**src/verilog/rws_cfg.svh**
```systemverilog
// timing constants and reset values for the ready, wait-state and reset block
// assumes includers use the values as plain sized literals
`ifndef RWS_CFG_SVH
`define RWS_CFG_SVH

// system clock rate in MHz
`define RWS_CLK_MHZ        50
// flip-flops in each pin synchroniser
`define RWS_SYNC_STAGES    2
// reset values of outputs and control flops
`define RWS_PCLK_RST       1'b0
`define RWS_RESET_OUT_RST  1'b1
`define RWS_READY_DRV_RST  1'b1
`define RWS_SYNC_RST       1'b1
// request seen as asserted until the pin shows otherwise
`define RWS_RREQ_SYNC_RST  1'b0

`endif

```
**src/verilog/rws_pkg.sv**
```systemverilog
// types shared by the ready and reset block
// assumes the cfg header supplies numeric constants
`default_nettype none
package rws_pkg;

  // bus-cycle sequencing, one state per system clock
  typedef enum logic [2:0] {
    RWS_IDLE,
    RWS_STAT_P2,
    RWS_CMD_P1,
    RWS_CMD_P2
  } rws_state_t;

  // processor status lines, both high means no cycle pending
  typedef struct packed {
    logic bus_status_1_n;
    logic bus_status_0_n;
  } rws_status_t;

  // synchronous ready group from local wait-state logic and address decode
  typedef struct packed {
    logic sync_ready_in_n;
    logic sync_ready_enable_n;
    logic async_ready_enable_n;
  } rws_ready_sel_t;

endpackage : rws_pkg
`default_nettype wire

```
**src/verilog/rws_top.sv**
```systemverilog
// ready generation, peripheral clock alignment and reset synchroniser
// assumes status, sync ready and enables are driven on core_clk;
// async ready and reset request may change at any time
//
// What this block does
// - system-bus ack on async ready, waits until low
// - each ready input gated by own enable
// - sync ready sampled ending phase one, drives done
// - async ready sampled one clock earlier, synchronised
// - wait only if both inputs inactive or disabled
// - resolved async ready masks sync ready afterwards
// - float done at cycle start, drive low once ready is seen, release in idle when that input goes high
// - hold cycle-done low during reset
// - reset output from request, synchronised falling edge
// - align peripheral clock at first cycle after reset
// - reset lags request by three clocks, SYNC_STAGES plus one
`timescale 1ns/1ps
`default_nettype none
`include "rws_cfg.svh"

module rws_top #(
  parameter int SYNC_STAGES = `RWS_SYNC_STAGES
) (
  input  wire logic                    core_clk,
  input  wire logic                    rst_b,
  input  wire rws_pkg::rws_status_t    status_in,
  input  wire rws_pkg::rws_ready_sel_t ready_sel,
  input  wire logic                    async_ready_in_n,
  input  wire logic                    reset_request_n,
  output logic                         ready_out,
  output logic                         ready_oe_n,
  output logic                         reset_out,
  output logic                         periph_clk
);

  rws_pkg::rws_state_t state_q;
  rws_pkg::rws_state_t state_d;

  logic [SYNC_STAGES-1:0] async_sync_q;
  logic [SYNC_STAGES-1:0] rreq_sync_q;
  logic                   async_n;
  logic                   status_idle_q;
  logic                   cycle_start;
  logic                   async_hit_q;
  logic                   async_won_q;
  logic                   ready_drv_q;
  logic                   ready_drv_d;
  logic                   reset_out_q;
  logic                   pclk_q;
  logic                   align_pend_q;
  logic                   sync_hit;
  logic                   sel_high;

  // the first stage is only read by the next stage
  always_ff @(posedge core_clk or negedge rst_b) begin
    if (!rst_b) begin
      async_sync_q <= {SYNC_STAGES{`RWS_SYNC_RST}};
    end else begin
      async_sync_q <= {async_sync_q[SYNC_STAGES-2:0], async_ready_in_n};
    end
  end

  assign async_n = async_sync_q[SYNC_STAGES-1];

  always_ff @(posedge core_clk or negedge rst_b) begin
    if (!rst_b) begin
      // starts asserted so reset_out cannot dip as rst_b lifts
      rreq_sync_q <= {SYNC_STAGES{`RWS_RREQ_SYNC_RST}};
    end else begin
      rreq_sync_q <= {rreq_sync_q[SYNC_STAGES-2:0], reset_request_n};
    end
  end

  // both edges leave on core_clk, lagging the request
  always_ff @(posedge core_clk or negedge rst_b) begin
    if (!rst_b) begin
      reset_out_q <= `RWS_RESET_OUT_RST;
    end else begin
      reset_out_q <= ~rreq_sync_q[SYNC_STAGES-1];
    end
  end

  assign reset_out = reset_out_q;

  // a cycle starts when either status line leaves the idle pair
  always_ff @(posedge core_clk or negedge rst_b) begin
    if (!rst_b) begin
      status_idle_q <= 1'b1;
    end else begin
      status_idle_q <= status_in.bus_status_1_n & status_in.bus_status_0_n;
    end
  end

  assign cycle_start = status_idle_q & ~reset_out_q &
                       ~(status_in.bus_status_1_n & status_in.bus_status_0_n);

  // sync ready counts only while enabled and not masked by async
  assign sync_hit = ~ready_sel.sync_ready_enable_n &
                    ~ready_sel.sync_ready_in_n & ~async_won_q;

  // release condition: the input that ended the cycle went high
  assign sel_high = async_won_q ? async_n : ready_sel.sync_ready_in_n;

  always_comb begin
    state_d = state_q;
    case (state_q)
      rws_pkg::RWS_IDLE: begin
        if (cycle_start) begin
          state_d = rws_pkg::RWS_STAT_P2;
        end
      end
      rws_pkg::RWS_STAT_P2: begin
        state_d = rws_pkg::RWS_CMD_P1;
      end
      rws_pkg::RWS_CMD_P1: begin
        state_d = rws_pkg::RWS_CMD_P2;
      end
      rws_pkg::RWS_CMD_P2: begin
        // no ready driven means another command state
        state_d = ready_drv_q ? rws_pkg::RWS_IDLE : rws_pkg::RWS_CMD_P1;
      end
      default: begin
        state_d = rws_pkg::RWS_IDLE;
      end
    endcase
  end

  always_ff @(posedge core_clk or negedge rst_b) begin
    if (!rst_b) begin
      state_q <= rws_pkg::RWS_IDLE;
    end else if (reset_out_q) begin
      state_q <= rws_pkg::RWS_IDLE;
    end else begin
      state_q <= state_d;
    end
  end

  // async sampled at each command state start, resolved a clock later
  always_ff @(posedge core_clk or negedge rst_b) begin
    if (!rst_b) begin
      async_hit_q <= 1'b0;
    end else if (state_d == rws_pkg::RWS_CMD_P1 &&
                 state_q != rws_pkg::RWS_CMD_P1) begin
      async_hit_q <= ~ready_sel.async_ready_enable_n & ~async_n;
    end else if (state_q == rws_pkg::RWS_IDLE) begin
      async_hit_q <= 1'b0;
    end
  end

  // sticky for the rest of the bus cycle
  always_ff @(posedge core_clk or negedge rst_b) begin
    if (!rst_b) begin
      async_won_q <= 1'b0;
    end else if (reset_out_q || cycle_start) begin
      async_won_q <= 1'b0;
    end else if (state_q == rws_pkg::RWS_CMD_P1 && async_hit_q) begin
      async_won_q <= 1'b1;
    end
  end

  always_comb begin
    ready_drv_d = ready_drv_q;
    if (reset_out_q) begin
      ready_drv_d = 1'b1;
    end else if (cycle_start) begin
      ready_drv_d = 1'b0;
    end else if (state_q == rws_pkg::RWS_CMD_P1) begin
      // end of phase one: either resolved input ends the cycle
      ready_drv_d = sync_hit | async_hit_q;
    end else if (state_q == rws_pkg::RWS_IDLE && sel_high) begin
      ready_drv_d = 1'b0;
    end
  end

  // drives low on the wired line; wait counters clear off this
  always_ff @(posedge core_clk or negedge rst_b) begin
    if (!rst_b) begin
      ready_drv_q <= `RWS_READY_DRV_RST;
    end else begin
      ready_drv_q <= ready_drv_d;
    end
  end

  // open drain: only ever pulls low, pull-up does the high level
  assign ready_out  = 1'b0;
  assign ready_oe_n = ~ready_drv_q;

  // phase is unknown after reset until the first cycle shows it
  always_ff @(posedge core_clk or negedge rst_b) begin
    if (!rst_b) begin
      align_pend_q <= 1'b1;
    end else if (reset_out_q) begin
      align_pend_q <= 1'b1;
    end else if (cycle_start) begin
      align_pend_q <= 1'b0;
    end
  end

  // status falls in phase one, so next edge enters phase two
  always_ff @(posedge core_clk or negedge rst_b) begin
    if (!rst_b) begin
      pclk_q <= `RWS_PCLK_RST;
    end else if (reset_out_q) begin
      pclk_q <= `RWS_PCLK_RST;
    end else if (cycle_start && align_pend_q) begin
      pclk_q <= 1'b0;
    end else begin
      pclk_q <= ~pclk_q;
    end
  end

  assign periph_clk = pclk_q;

endmodule : rws_top
`default_nettype wire
```
**config.mk**
```make
export PLATFORM = sky130hd
export DESIGN_NAME = rws_top
export DESIGN_NICKNAME = d
export VERILOG_FILES = /design/src/verilog/rws_pkg.sv /design/src/verilog/rws_top.sv
export VERILOG_INCLUDE_DIRS = /design/src /design/src/verilog
export SDC_FILE = /design/constraint.sdc
export NUM_CORES = 1
export LEC_CHECK = 0
export ABC_CLOCK_PERIOD_IN_PS = 2300
export BUFFER_PORTS_ARGS = -buffer_cell sky130_fd_sc_hd__buf_2
export CORE_UTILIZATION = 35
export CTS_BUF_LIST = sky130_fd_sc_hd__clkbuf_8
export CTS_CLUSTER_SIZE = 16
export DETAILED_ROUTE_END_ITERATION = 8
export GPL_ROUTABILITY_DRIVEN = 0
export GPL_TIMING_DRIVEN = 0
export SLEW_MARGIN = 0
export SYNTH_ARGS = -nofsm -noshare
export SYNTH_HDL_FRONTEND = slang
export SYNTH_SLANG_ARGS = --single-unit
```
**constraint.sdc**
```tcl
create_clock -name core_clk -period 2.3 [get_ports core_clk]
set_input_delay 0.115 -clock core_clk [delete_from_list [all_inputs] [get_ports core_clk]]
set_output_delay 0.115 -clock core_clk [all_outputs]
set_load 0.01 [all_outputs]
```
# After elaboration in Yosys (flattened, before gate mapping)
# Cells that the tools add are included.
[op_classes]
n_bitwise = 17
eq_ne = 5
mux = 17
reduce_logical = 10
[ops]
columns = ["operator", "count"]
rows = [
  ["$mux 1", 13],
  ["$pmux 3 s4", 1],
  ["$not 1->1", 10],
  ["$eq 3x2->1 const B", 3],
  ["$and 1x1->1", 6],
  ["$mux 3", 2],
  ["$reduce_bool 2->1", 3],
  ["$logic_and 1x1->1", 4],
  ["$reduce_bool 4->1", 1],
  ["$eq 3x1->1 const B", 1],
  ["$logic_not 3->1", 1],
  ["$ne 3x2->1 const B", 1],
  ["$mux 2", 1],
  ["$logic_or 1x1->1", 1],
  ["$or 1x1->1", 1],
]
[word_totals]
output_inout_bits = 4
regBits = 14

# Longest topological paths before layout
# Gate-level depths: netlist of the first run.
[depth]
depth_word = 8
depth_mapped = 3
mapped_depth_nobuf = 3

# Worst setup path after synthesis of the first run
# No wires, ideal clock.
[synth_timing]
kind = "reg2reg"
from = "register async_won_q"
to = "register ready_drv_q"
arrival_ps = 1032
required_time_ps = 2225
period_less_slack_ps = 1106
stages_incl_launch_ff = 4
path_slack_ps = 1194
cell_sequence = "dfrtp_1 mux2_4 o31a_1 o211ai_2"
[synth_between]
elab_chain_len = 6
[synth_rtl]
columns = ["item", "line_no", "text"]
rows = [
  ["start: declaration", "rws_top.sv:45", "logic async_won_q;"],
  ["start signal: assignment", "rws_top.sv:153", "async_won_q <= 1'b0;"],
  ["start signal: assignment", "rws_top.sv:155", "async_won_q <= 1'b0;"],
  ["start signal: assignment", "rws_top.sv:157", "async_won_q <= 1'b1;"],
  ["$not 1->1", "rws_top.sv:99", "~ready_sel.sync_ready_in_n & ~async_won_q;"],
  ["$and 1x1->1", "rws_top.sv:99", ""],
  ["$or 1x1->1", "rws_top.sv:169", "ready_drv_d = sync_hit | async_hit_q;"],
  ["$mux 1", "rws_top.sv:167", "end else if (state_q == rws_pkg::RWS_CMD_P1) begin"],
  ["$mux 1", "rws_top.sv:165", "end else if (cycle_start) begin"],
  ["$mux 1", "rws_top.sv:163", "if (reset_out_q) begin"],
  ["end signal: assignment", "rws_top.sv:178", "ready_drv_q <= `RWS_READY_DRV_RST;"],
  ["end signal: assignment", "rws_top.sv:180", "ready_drv_q <= ready_drv_d;"],
  ["end: declaration", "rws_top.sv:46", "logic ready_drv_q;"],
]
# Several ways; a longest one is shown, not always the timed one.
# A chain may end at the register's enable or synchronous reset.

# Final worst setup path of the first run
[layout_timing]
from = "register reset_out_q, in the netlist reset_out"
to = "register pclk_q, in the netlist periph_clk"
[layout_between]
elab_chain_len = 6
[layout_rtl]
columns = ["item", "line_no", "text"]
rows = [
  ["start: declaration", "rws_top.sv:48", "logic reset_out_q;"],
  ["start signal: assignment", "rws_top.sv:77", "reset_out_q <= `RWS_RESET_OUT_RST;"],
  ["start signal: assignment", "rws_top.sv:79", "reset_out_q <= ~rreq_sync_q[SYNC_STAGES-1];"],
  ["$not 1->1", "rws_top.sv:94", "assign cycle_start = status_idle_q & ~reset_out_q &"],
  ["$and 1x1->1 (2 in a row)", "rws_top.sv:94", ""],
  ["$logic_and 1x1->1", "rws_top.sv:205", "end else if (cycle_start && align_pend_q) begin"],
  ["$mux 1", "rws_top.sv:205", ""],
  ["$mux 1 (*)", "rws_top.sv:203", "end else if (reset_out_q) begin"],
  ["end signal: assignment", "rws_top.sv:202", "pclk_q <= `RWS_PCLK_RST;"],
  ["end signal: assignment", "rws_top.sv:204", "pclk_q <= `RWS_PCLK_RST;"],
  ["end signal: assignment", "rws_top.sv:208", "pclk_q <= ~pclk_q;"],
  ["end: declaration", "rws_top.sv:49", "logic pclk_q;"],
]
# Mark *: on every way between the ends. The rest lies on a longest branch, timed or not.

==> summary.md, run 1 <==
| Metric | Value |
|---|---|
| Multi-input gate area | `about 170 sq um` |
| Top delay family on crit path | `flip-flops` |
| Clk_skew | `0.00264 ns` |
| Synth Area in XOR/XNOR | `0` |
| Simple-Gate Fraction of Synth Area | `0.130` |
| PortBufs | `11` |
| Seq cells post-synth | `14` |
| FILL cells | `117` |
| WP depth | `3` |
| Global route hottest layer | `met2` |
| Critical path, cell by cell | `nand2b_1 -> nor2_1 -> a211oi_1` |
| WS Path Type | `flop to flop` |
| Global-route wire length before repair | `1500 um` |
| Ys Warns | `0` |
| Crit-path slowest cell | `dfstp_2` |
| Clock transition at path regs | `about 0.06 ns` |
| Period utilization | `0.513` |
| WL final | `about 840 um` |
| CTS tree | `built` |
| Hold Path Depth | `2` |
| Tot Pwr | `approximately 0.54 mW` |
| R2R depth | `3` |
| Non-filler cells, final | `between 70 and 80` |
| RSZ-0062 raised after global routing | `false` |
| Final hold violations | `0` |
| Number of global-route vias before repair | `between 300 and 400` |
| Wire per inst | `10.6 um` |
| # IOs | `13` |
| CTS buffer count | `3` |
| Total core area | `1380 sq um` |
| Setup violators final | `0` |
| Layout net count | `74` |
| Clock buffer depth | `2` |
| Placement row count | `13` |
| Synthesis-to-layout area growth | `29.7%` |
| Worst-path maximum fanout | `8` |
| TritonCTS Sinks | `14` |
| Critical path data arrival time | `1.32 ns` |
| Worst vdd ir | `0.000369 V` |
| Total number of vias | `376` |
| Initial antenna violation count | `0` |
| Routing usage on met2 | `0.166` |
| Post-Syn Area | `548 sq um` |
| Drc violations | `0` |
| Syn Inst Count | `45` |
| CP endpoint kind | `flop` |
| Commonest non-fill, non-tap cells in the layout | `11 x buf_2, 8 x dfrtp_1, 6 x dfstp_2` |
| LEAKAGE | `0.326 nW` |
| Mux share of post-synthesis cell area | `0.0274` |
| Final min period | `1.18 ns` |
| Crit-path max cell delay | `0.60 ns` |
| Post-CTS setup buffer count | `0` |
| Sequential element share of the synthesized area | `0.653` |
| Pre-antenna DRT Iters | `2` |
| FMAX | `848 MHz` |
| GRT Overall Usage | `0.117` |
| Via density | `between 4 and 5` |
| M1 GR Usage | `0.149` |
| Dominant cells by area after synthesis | `dfrtp_1 37%, dfstp_2 29%, nor3_1 3.7%, o21ai_0 2.7%, a211oi_1 2.7%` |
| Final setup TNS | `0 ns` |
| ANT cells | `0` |
| Hold WS | `0.130 ns` |
| Main combinational cell family by area after synthesis | `compound AO/OA/AOI/OAI gates` |
| Post-DRT Antenna Nets | `0` |
| Die Area | `1730 sq um` |
| Synth Area per Inst | `12.2 sq um` |
| Placed Cells | `between 70 and 80` |
| Commonest non-fill, non-tap cell in the layout | `buf_2` |
| Max-slew violations | `0` |
| CTS H-tree depth | `1` |
| Yosys cell types | `20` |
| Kind of start point of the critical path | `flop` |
| Pwr dens | `around 760 nW/um^2` |
| Max_cap viols | `0` |
| Die X | `~42 um` |
| Post-synth top area cell | `dfrtp_1` |
| Met3 global-route usage | `0.0261` |
| HPWL after DPL | `596 um` |
| Top cell type's share of synthesized area | `0.365` |
| Share of cells above drive strength 1 | `0.391` |
| 1st-iter DRT viols | `6` |
| Grt total ovfl | `0` |
| Clk root buf | `clkbuf_8` |
| Hold Crit Class | `primary input to flop` |
| FF/Latch Area | `358 sq um` |
| Worst-Skew Late Latency | `0.24 ns` |
| Die height | `between 40 and 50 um` |
| Post-Synth Adder-Cell Area | `0` |
| Critical Path RT | `roughly 2.4 ns` |
| Synth Area in Compound Gates | `0.142` |
| Starting density of the core | `0.396` |
| Largest net degree at the start of global routing | `15` |
| Outcome | `finished, final reports clean` |
| Crit path buf inv count | `0` |
==> per-layer routing <==
| layer | part of all wire | wire length [um] | vias to the layer above |
|---|---|---|---|
| met5 | 0 | 0 | - |
| met4 | 0.0096 | 8 | 0 |
| met3 | 0.041 | 34 | 2 |
| met2 | 0.42 | 354 | 11 |
| met1 | 0.52 | 439 | 169 |
| li1 | - | - | 194 |
==> synth_stat cells <==
cell and count:
buf_4 1, nand2b_1 2, nand3_1 1, inv_1 4
conb_1 1, nor3b_1 1, mux2_4 1, dfrtp_1 8
and2_2 1, o21a_1 1, a21oi_1 2, o211ai_2 1
nor3_1 4, o221ai_1 1, nand3b_1 1, o21ai_0 3
o31a_1 1, a211oi_1 2, nor2_1 3, dfstp_2 6
==> layout make-up <==
| cell class | instances | area share |
|---|---|---|
| Multi-Input combinational cell | 27 | 0.241 |
| Inverter | 4 | 0.0211 |
| Buffer | 1 | 0.0106 |
| Tap cell | 15 | 0.0264 |
| Clock buffer | 4 | 0.0775 |
| Timing Repair Buffer | 14 | 0.120 |
| Sequential cell | 14 | 0.504 |
==> stage by stage <==
stage               instance area [sq um]  setup WS (ns)   util
CTS                                   711           1.11  0.514
floorplan                             552           1.19      -
detailed placement                    626           1.14  0.452
global route                          711           1.04  0.514
finish                                711           1.12  0.514
global placement                      626           1.15  0.452
==> where the power goes <==
group | leakage [nW] | total (mW) | internal [mW] | switching (mW)
sequential | 0.166 | 0.271 | 0.262 | 0.00853
combinational | 0.130 | 0.0375 | 0.0200 | 0.0175
clock | 0.0288 | 0.230 | 0.151 | 0.0784
==> cell families after synthesis <==
| logic type | Yosys count |
|---|---|
| DFF | 14 |
| muxes | 1 |
| and+or+nand+nor | 13 |
| buffers and inverters | 5 |
| other | 1 |
| AOI/OAI and AO/OA | 11 |
==> path summary, 6_finish.rpt <==
check	slack, ns	startpoint	end
max	1.12	reset_out$_DFF_PN1_	periph_clk$_DFF_PN0_
min	0.13	status_in[0]	status_idle_q$_DFF_PN1_
max reg2reg	1.12	reset_out$_DFF_PN1_	periph_clk$_DFF_PN0_
min reg2reg	0.35	async_sync_q[0]$_DFF_PN1_	async_sync_q[1]$_DFF_PN1_
max in group asynchronous	1.73	rst_b	ready_drv_q$_DFFE_PN1P_
min in group asynchronous	0.29	rst_b	rreq_sync_q[1]$_DFF_PN0_
==> sequential cells by signal, summed over array words and instances (netlist names) <==
signal	count
reset_out	1
rreq_sync_q	2
status_idle_q	1
async_sync_q	2
async_hit_q	1
ready_drv_q	1
align_pend_q	1
async_won_q	1
periph_clk	1
state_q	3
==> repair_timing <==
item                                   CTS  global route
endpoints found under the hold margin   10             0
hold buffers                             3             0
gates resized for setup                  0             0
No activity file was read; power rests on OpenSTA's default activity.
==> inputs of run 2 (changes only) <==
--- a/config.mk
+++ b/config.mk
@@ -6,7 +6,8 @@
 export SDC_FILE = /design/constraint.sdc
 export NUM_CORES = 1
 export LEC_CHECK = 0
-export ABC_CLOCK_PERIOD_IN_PS = 2300
+export ABC_AREA = 1
+export ABC_CLOCK_PERIOD_IN_PS = 1000
 export BUFFER_PORTS_ARGS = -buffer_cell sky130_fd_sc_hd__buf_2
 export CORE_UTILIZATION = 35
 export CTS_BUF_LIST = sky130_fd_sc_hd__clkbuf_8
==> constraint.sdc (replaced) <==
create_clock -name core_clk -period 1 [get_ports core_clk]
set_input_delay 0.05 -clock core_clk [delete_from_list [all_inputs] [get_ports core_clk]]
set_output_delay 0.05 -clock core_clk [all_outputs]
set_load 0.01 [all_outputs]
==> summary.md, run 2 <==
| Metric | Value |
|---|---|
| Outcome | `finished, final reports clean (unchanged)` |
| Setup violators final | `0 (unchanged)` |
| Max_cap viols | `0 (unchanged)` |
| Synthesis-to-layout area growth | `34.9% (was 29.7%)` |
| Via density | `4.31 (was 4.76)` |
| Clock transition at path regs | `0.06 ns (about the same)` |
| Worst vdd ir | `0.000833 V (was 0.000369 V)` |
| Wire per inst | `8.88 um (was 10.6 um)` |
| Initial antenna violation count | `0 (unchanged)` |
| Dominant cells by area after synthesis | `dfrtp_1 35%, dfstp_2 27%, nand2_1 6.5%, inv_1 5.9%, nor2_1 3.9% (was dfrtp_1 37%, dfstp_2 29%, nor3_1 3.7%, o21ai_0 2.7%, a211oi_1 2.7%)` |
| Critical Path RT | `0.95 ns (was 2.44 ns)` |
| Biggest regs | `state_q: 3 flops, async_sync_q: 2 flops, rreq_sync_q: 2 flops (unchanged)` |
| GRT Overall Usage | `0.116 (was 0.117)` |
| CTS H-tree depth | `1 (unchanged)` |
| Tot Pwr | `1.25 mW (was 0.538 mW)` |
| Most common library cells after synthesis | `10 x nand2_1, 9 x inv_1, 8 x dfrtp_1 (was 8 x dfrtp_1, 6 x dfstp_2, 4 x inv_1, 4 x nor3_1)` |
| Non-filler cells, final | `99 (was 79)` |
| Post-Syn Area | `577 sq um (was 548 sq um)` |
| Grt total ovfl | `0 (unchanged)` |
| Pwr dens | `1600 nW/um^2 (was 757 nW/um^2)` |
| R2R Path Start | `reset_out$_DFF_PN1_ (unchanged)` |
| Ys Warns | `0 (unchanged)` |
| Commonest non-fill, non-tap cells in the layout | `10 x nand2_1, 10 x buf_2, 8 x inv_1, 8 x dfrtp_1 (was 11 x buf_2, 8 x dfrtp_1, 6 x dfstp_2)` |
| PortBufs | `11 (unchanged)` |
| Finished Cell Area | `778 sq um (was 711 sq um)` |
| Syn Inst Count | `61 (was 45)` |
| Period utilization | `0.981` |
| Starting density of the core | `0.378 (was 0.396)` |
| Async S/R FF share, synth | `1.00 (unchanged)` |
| Worst hold start | `status_in[0] (unchanged)` |
| Placed Cells | `89 (was 72)` |
| Total number of vias | `427 (was 376)` |
| Die X | `42.6 um (was 41.6 um)` |
| Worst Setup Slack, final | `0.0190 ns (was 1.12 ns)` |
| RSZ-0062 raised after global routing | `true (was false)` |
| Final min period | `0.981 ns` |
| CP endpoint kind | `output port (was flop)` |
| FMAX | `about 1000 MHz` |
| Sequential element share of the synthesized area | `0.620 (was 0.653)` |
| # IOs | `13 (unchanged)` |
| Top cell type's share of synthesized area | `0.347 (was 0.365)` |
| LEAKAGE | `0.386 nW (was 0.326 nW)` |
| Synth Area per Inst | `9.46 sq um (was 12.2 sq um)` |
| Post-synth top area cell | `dfrtp_1 (unchanged)` |
| Area after DPL | `656 sq um (was 626 sq um)` |
| Worst-Skew Late Latency | `0.24 ns (about the same)` |
| Final setup TNS | `0 ns (unchanged)` |
| Number of global-route vias before repair | `405 (was 367)` |
| Clock buffer depth | `2 (unchanged)` |
| Critical path data arrival time | `0.93 ns (was 1.32 ns)` |
| WL final | `879 um (was 837 um)` |
| Hold Crit Class | `primary input to flop (unchanged)` |
| 1st-iter DRT viols | `3 (was 6)` |
| Post-DRT Antenna Nets | `0 (unchanged)` |
| Reg with most FFs | `state_q (unchanged)` |
| EDFF count, synth | `0 (unchanged)` |
| Critical Path Start | `ready_drv_q$_DFFE_PN1P_ (was reset_out$_DFF_PN1_)` |
| Global-route wire length before repair | `1550 um (was 1500 um)` |
| Drc violations | `0 (unchanged)` |
| Top FF cell, synth | `dfrtp_1 (unchanged)` |
| Pre-CTS WS | `-0.0265 ns (was 1.14 ns)` |
| Seq cells post-synth | `14 (unchanged)` |
| R2R depth | `6 (was 3)` |
| Kind of start point of the critical path | `flop (unchanged)` |
| TritonCTS Sinks | `14 (unchanged)` |
| Yosys cell types | `18 (was 20)` |
| ANT cells | `0 (unchanged)` |
| Layout net count | `93 (was 74)` |
| CP Capture Point | `ready_oe_n (was periph_clk$_DFF_PN0_)` |
| Most common cell in the netlist | `nand2_1 (was dfrtp_1)` |
| WS Path Type | `flop to output port (was flop to flop)` |
| Clk_skew | `0.00474 ns (was 0.00264 ns)` |
| Final hold violations | `0 (unchanged)` |
| Clk root buf | `clkbuf_8 (unchanged)` |
| Flop2flop setup slack | `0.03 ns (was 1.12 ns)` |
| CTS tree | `built (unchanged)` |
| Max-slew violations | `0 (unchanged)` |
| Largest net degree at the start of global routing | `15 (unchanged)` |
| Total core area | `1520 sq um (was 1380 sq um)` |
| Worst R2R End | `ready_drv_q$_DFFE_PN1P_ (was periph_clk$_DFF_PN0_)` |
| Largest register FFs | `3 (unchanged)` |
| Share of cells above drive strength 1 | `0.422 (was 0.391)` |
| CTS buffer count | `3 (unchanged)` |
| Die Area | `1810 sq um (was 1730 sq um)` |
| HPWL after DPL | `670 um (was 596 um)` |
| Placement row count | `14 (was 13)` |
| Die height | `42.6 um (was 41.6 um)` |
| Pre-antenna DRT Iters | `2 (unchanged)` |
| Worst-path maximum fanout | `3 (was 8)` |
run 2: cell types whose count changed after synthesis, sizes merged, moves of 2 or more:
cell and change:
nand2 +12, nor3 -4, nand2b -2, nand3 +3, inv +7, nor2 +5, nand4 +2, a211oi -2
a21oi +2
run 2: kinds of logic (layout without fill, tap and decap cells):
kind of cell           Yosys count  in the layout  share of synthesized area
flip-flops                      14             14                      0.620
AND/OR/NAND/NOR                 27             27                      0.223
AO/OA/AOI/OAI                    7              7                     0.0651
buffers and inverters           12             33                     0.0846
other                            1              2                    0.00650
run 2: metal layers:
layer  part of all wire  track usage  vias up  routed length, um
li1                   -            -      228                  -
met1               0.49        0.153      195                427
met2               0.49        0.178        4                429
met3              0.025       0.0388        0                 22
met4                  0       0.0375        0                  0
met5                  0            0        -                  0
run 2: layout make-up:
| cell class | instances | area [sq um] |
|---|---|---|
| timing repair buffer | 17 | 114 |
| fill | 143 | 746 |
| buffer | 1 | 7.51 |
| clock buffer | 4 | 55.1 |
| multi-input combinational | 36 | 183 |
| tap | 16 | 20.0 |
| sequential | 14 | 358 |
| inverter | 11 | 41.3 |
run 2: worst min-delay path by stage:
stage | end | slack (ns) | depth (start not counted)
6_report | status_idle_q$_DFF_PN1_ | 0.06 | 3
5_1_grt | status_idle_q$_DFF_PN1_ | 0.08 | 3
4_1_cts | status_idle_q$_DFF_PN1_ | 0.05 | 3
3_5_place_dp | periph_clk$_DFF_PN0_ | -0.05 | 1
3_3_place_gp | periph_clk$_DFF_PN0_ | -0.04 | 1
2_1_floorplan | async_hit_q$_DFFE_PN0P_ | -0.25 | 0
run 2: stage by stage:
stage               hold slack (ns)   util
global placement            -0.0439  0.430
detailed placement          -0.0478  0.430
global route                 0.0803  0.511
CTS                          0.0492  0.491
finish                       0.0565  0.511
floorplan                    -0.246      -
run 2: repair_timing:
item,in CTS,in global routing
hold buffers,3,0
hold endpoints to repair,16,0
endpoints found under the setup margin,4,6
gates resized for setup,1,4
buffers inserted,1,2
pin swaps,0,2
run 2: critical path, cell delays in order, from the launching register on:
cell	delay [ns]
dfstp_2	0.55
inv_2	0.04
buf_6	0.11
run 2: power breakdown:
group / total, mW / internal [mW] / switching [mW]
Clock: 0.526 / 0.347 / 0.179
Sequential: 0.619 / 0.603 / 0.0156
Combinational: 0.104 / 0.0515 / 0.0525
Total: 1.25 / 1.00 / 0.247
==> inputs of run 3 (changes only) <==
--- a/config.mk
+++ b/config.mk
@@ -14,7 +14,6 @@
 export CTS_CLUSTER_SIZE = 16
 export DETAILED_ROUTE_END_ITERATION = 8
 export GPL_ROUTABILITY_DRIVEN = 0
-export GPL_TIMING_DRIVEN = 0
 export SLEW_MARGIN = 0
 export SYNTH_ARGS = -nofsm -noshare
 export SYNTH_HDL_FRONTEND = slang
==> summary.md, run 3 (same netlist as run 2, synthesis figures left out) <==
| Metric | Value |
|---|---|
| FILL cells | `133 (was 143)` |
| Wire per inst | `10.1 um (was 8.88 um)` |
| Starting density of the core | `0.378 (unchanged)` |
| Setup violators final | `5 (was 0)` |
| Crit-path max cell delay | `0.54 ns (was 0.55 ns)` |
| # IOs | `13 (unchanged)` |
| Critical path, cell by cell | `buf_6 -> inv_4 -> nand3_4 -> o21ai_1 -> nor2_1 (was inv_2 -> buf_6)` |
| Drc violations | `0 (unchanged)` |
| FF/Latch Area | `358 sq um (unchanged)` |
| CTS buffer count | `3 (unchanged)` |
| Period utilization | `1.04 (was 0.981)` |
| Layout net count | `93 (unchanged)` |
| Critical path data arrival time | `1.20 ns (was 0.93 ns)` |
| Multi-input gate area | `181 sq um (was 183 sq um)` |
| CTS H-tree depth | `1 (unchanged)` |
| PortBufs | `11 (unchanged)` |
| WL final | `1000 um (was 879 um)` |
| Worst Setup Slack, final | `-0.0437 ns (was 0.0190 ns)` |
| Worst-Skew Late Latency | `0.25 ns (was 0.24 ns)` |
| Worst vdd ir | `0.00122 V (was 0.000833 V)` |
| Worst-path maximum fanout | `3 (unchanged)` |
| ANT cells | `0 (unchanged)` |
| 1st-iter DRT viols | `3 (unchanged)` |
| LEAKAGE | `0.388 nW (was 0.386 nW)` |
| RSZ-0062 raised after global routing | `true (unchanged)` |
| Clk root buf | `clkbuf_8 (unchanged)` |
| Final min period | `1.04 ns (was 0.981 ns)` |
| Clock transition at path regs | `0.06 ns (about the same)` |
| Critical Path RT | `1.16 ns (was 0.95 ns)` |
| Clk_skew | `0.00793 ns (was 0.00474 ns)` |
| Failing checks | `negative setup slack` |
| TritonCTS Sinks | `14 (unchanged)` |
| Initial antenna violation count | `0 (unchanged)` |
| Die Area | `1810 sq um (unchanged)` |
| Final hold violations | `0 (unchanged)` |
| CTS tree | `built (unchanged)` |
| Post-DRT Antenna Nets | `0 (unchanged)` |
| Outcome | `finished, violations left (was finished, final reports clean)` |
| Crit-path slowest cell | `dfstp_2 (unchanged)` |
| Biggest regs | `state_q: 3 flops, async_sync_q: 2 flops, rreq_sync_q: 2 flops (unchanged)` |
| FMAX | `958 MHz (was 1020 MHz)` |
| GRT Overall Usage | `0.127 (was 0.116)` |
| Global-route wire length before repair | `1640 um (was 1550 um)` |
| Grt total ovfl | `0 (unchanged)` |
| Final setup TNS | `-0.100 ns (was 0 ns)` |
| Total core area | `1520 sq um (unchanged)` |
| Die height | `42.6 um (unchanged)` |
| Max-slew violations | `0 (unchanged)` |
| Hold Crit Class | `primary input to flop (unchanged)` |
| Number of global-route vias before repair | `403 (was 405)` |
| Reg with most FFs | `state_q (unchanged)` |
| Total number of vias | `451 (was 427)` |
| Synthesis-to-layout area growth | `36.4% (was 34.9%)` |
| Kind of start point of the critical path | `flop (unchanged)` |
| Largest register FFs | `3 (unchanged)` |
| Largest net degree at the start of global routing | `15 (unchanged)` |
| Max_cap viols | `0 (unchanged)` |
| Clock buffer depth | `2 (unchanged)` |
| Placement row count | `14 (unchanged)` |
| Pre-antenna DRT Iters | `2 (unchanged)` |
| WS Path Type | `flop to flop (was flop to output port)` |
| Via density | `4.56 (was 4.31)` |
| HPWL after DPL | `724 um (was 670 um)` |
| CP endpoint kind | `flop (was output port)` |
| Share of cells above drive strength 1 | `0.398 (was 0.422)` |
| Tot Pwr | `1.28 mW (was 1.25 mW)` |
| Pwr dens | `1620 nW/um^2 (was 1600 nW/um^2)` |
| Die X | `42.6 um (unchanged)` |
| Commonest non-fill, non-tap cells in the layout | `10 x nand2_1, 10 x buf_2, 9 x inv_1 (was 10 x nand2_1, 10 x buf_2, 8 x inv_1, 8 x dfrtp_1)` |
run 3: metrics by stage:
step                      instance area (sq um)  utilization  hold WS [ns]  std cells  worst slack (ns)
final                                       787        0.516        0.0574         99           -0.0437
after floorplan                             581            -        -0.246         62            0.0101
after global routing                        787        0.516        0.0788         99           -0.0740
after CTS                                   779        0.511        0.0558         98           -0.0375
after detailed placement                    656        0.430       -0.0407         89            0.0410
after global placement                      656        0.430       -0.0434         89            0.0373
run 3: area by class of cell:
type | count | share of cell area
clock buffers | 4 | 0.0700
inverters | 11 | 0.0556
multi-input cells | 36 | 0.231
flip-flops and latches | 14 | 0.455
well taps | 16 | 0.0254
repair buffers | 18 | 0.164
run 3: report_power, final:
| group | switching, mW | leakage [nW] | internal [mW] |
|---|---|---|---|
| Clock | 0.195 | 0.0288 | 0.348 |
| Sequential | 0.0152 | 0.166 | 0.603 |
| Combinational | 0.0577 | 0.193 | 0.0565 |
| Total | 0.268 | 0.388 | 1.01 |
run 3: worst paths after layout:
kind	endpoint	cells past startpoint	from	slack, ns
min in group asynchronous	state_q[2]$_DFF_PN0_	2	rst_b	0.22
setup / recovery	periph_clk$_DFF_PN0_	5	reset_out$_DFF_PN1_	-0.04
max in group asynchronous	async_sync_q[1]$_DFF_PN1_	2	rst_b	0.49
hold reg to reg	async_sync_q[1]$_DFF_PN1_	0	async_sync_q[0]$_DFF_PN1_	0.36
setup reg to reg	periph_clk$_DFF_PN0_	5	reset_out$_DFF_PN1_	-0.04
hold / removal	async_hit_q$_DFFE_PN0P_	3	ready_sel[0]	0.06
run 3: per-layer routing:
| metal | part of all wire | wire length, um | GRT usage |
|---|---|---|---|
| met1 | 0.45 | 449 | 0.141 |
| met2 | 0.50 | 498 | 0.212 |
| met3 | 0.040 | 40 | 0.0647 |
| met4 | 0.012 | 12 | 0.0375 |
| met5 | 0 | 0 | 0 |
run 3: worst max-delay path: cells and delay by family (launching register included):
family	cells	cell delay, ns
flip-flops	1	0.54
buffers and inverters	2	0.13
AO/OA/AOI/OAI	1	0.07
AND/OR/NAND/NOR	2	0.21
run 3: repair_timing:
item / CTS / global route
setup endpoints to repair: 2 / 7
hold endpoints to repair: 16 / 0
buffers inserted: 2 / 1
hold buffers: 3 / 0
pin swaps: 5 / 1
gates resized for setup: 6 / 0
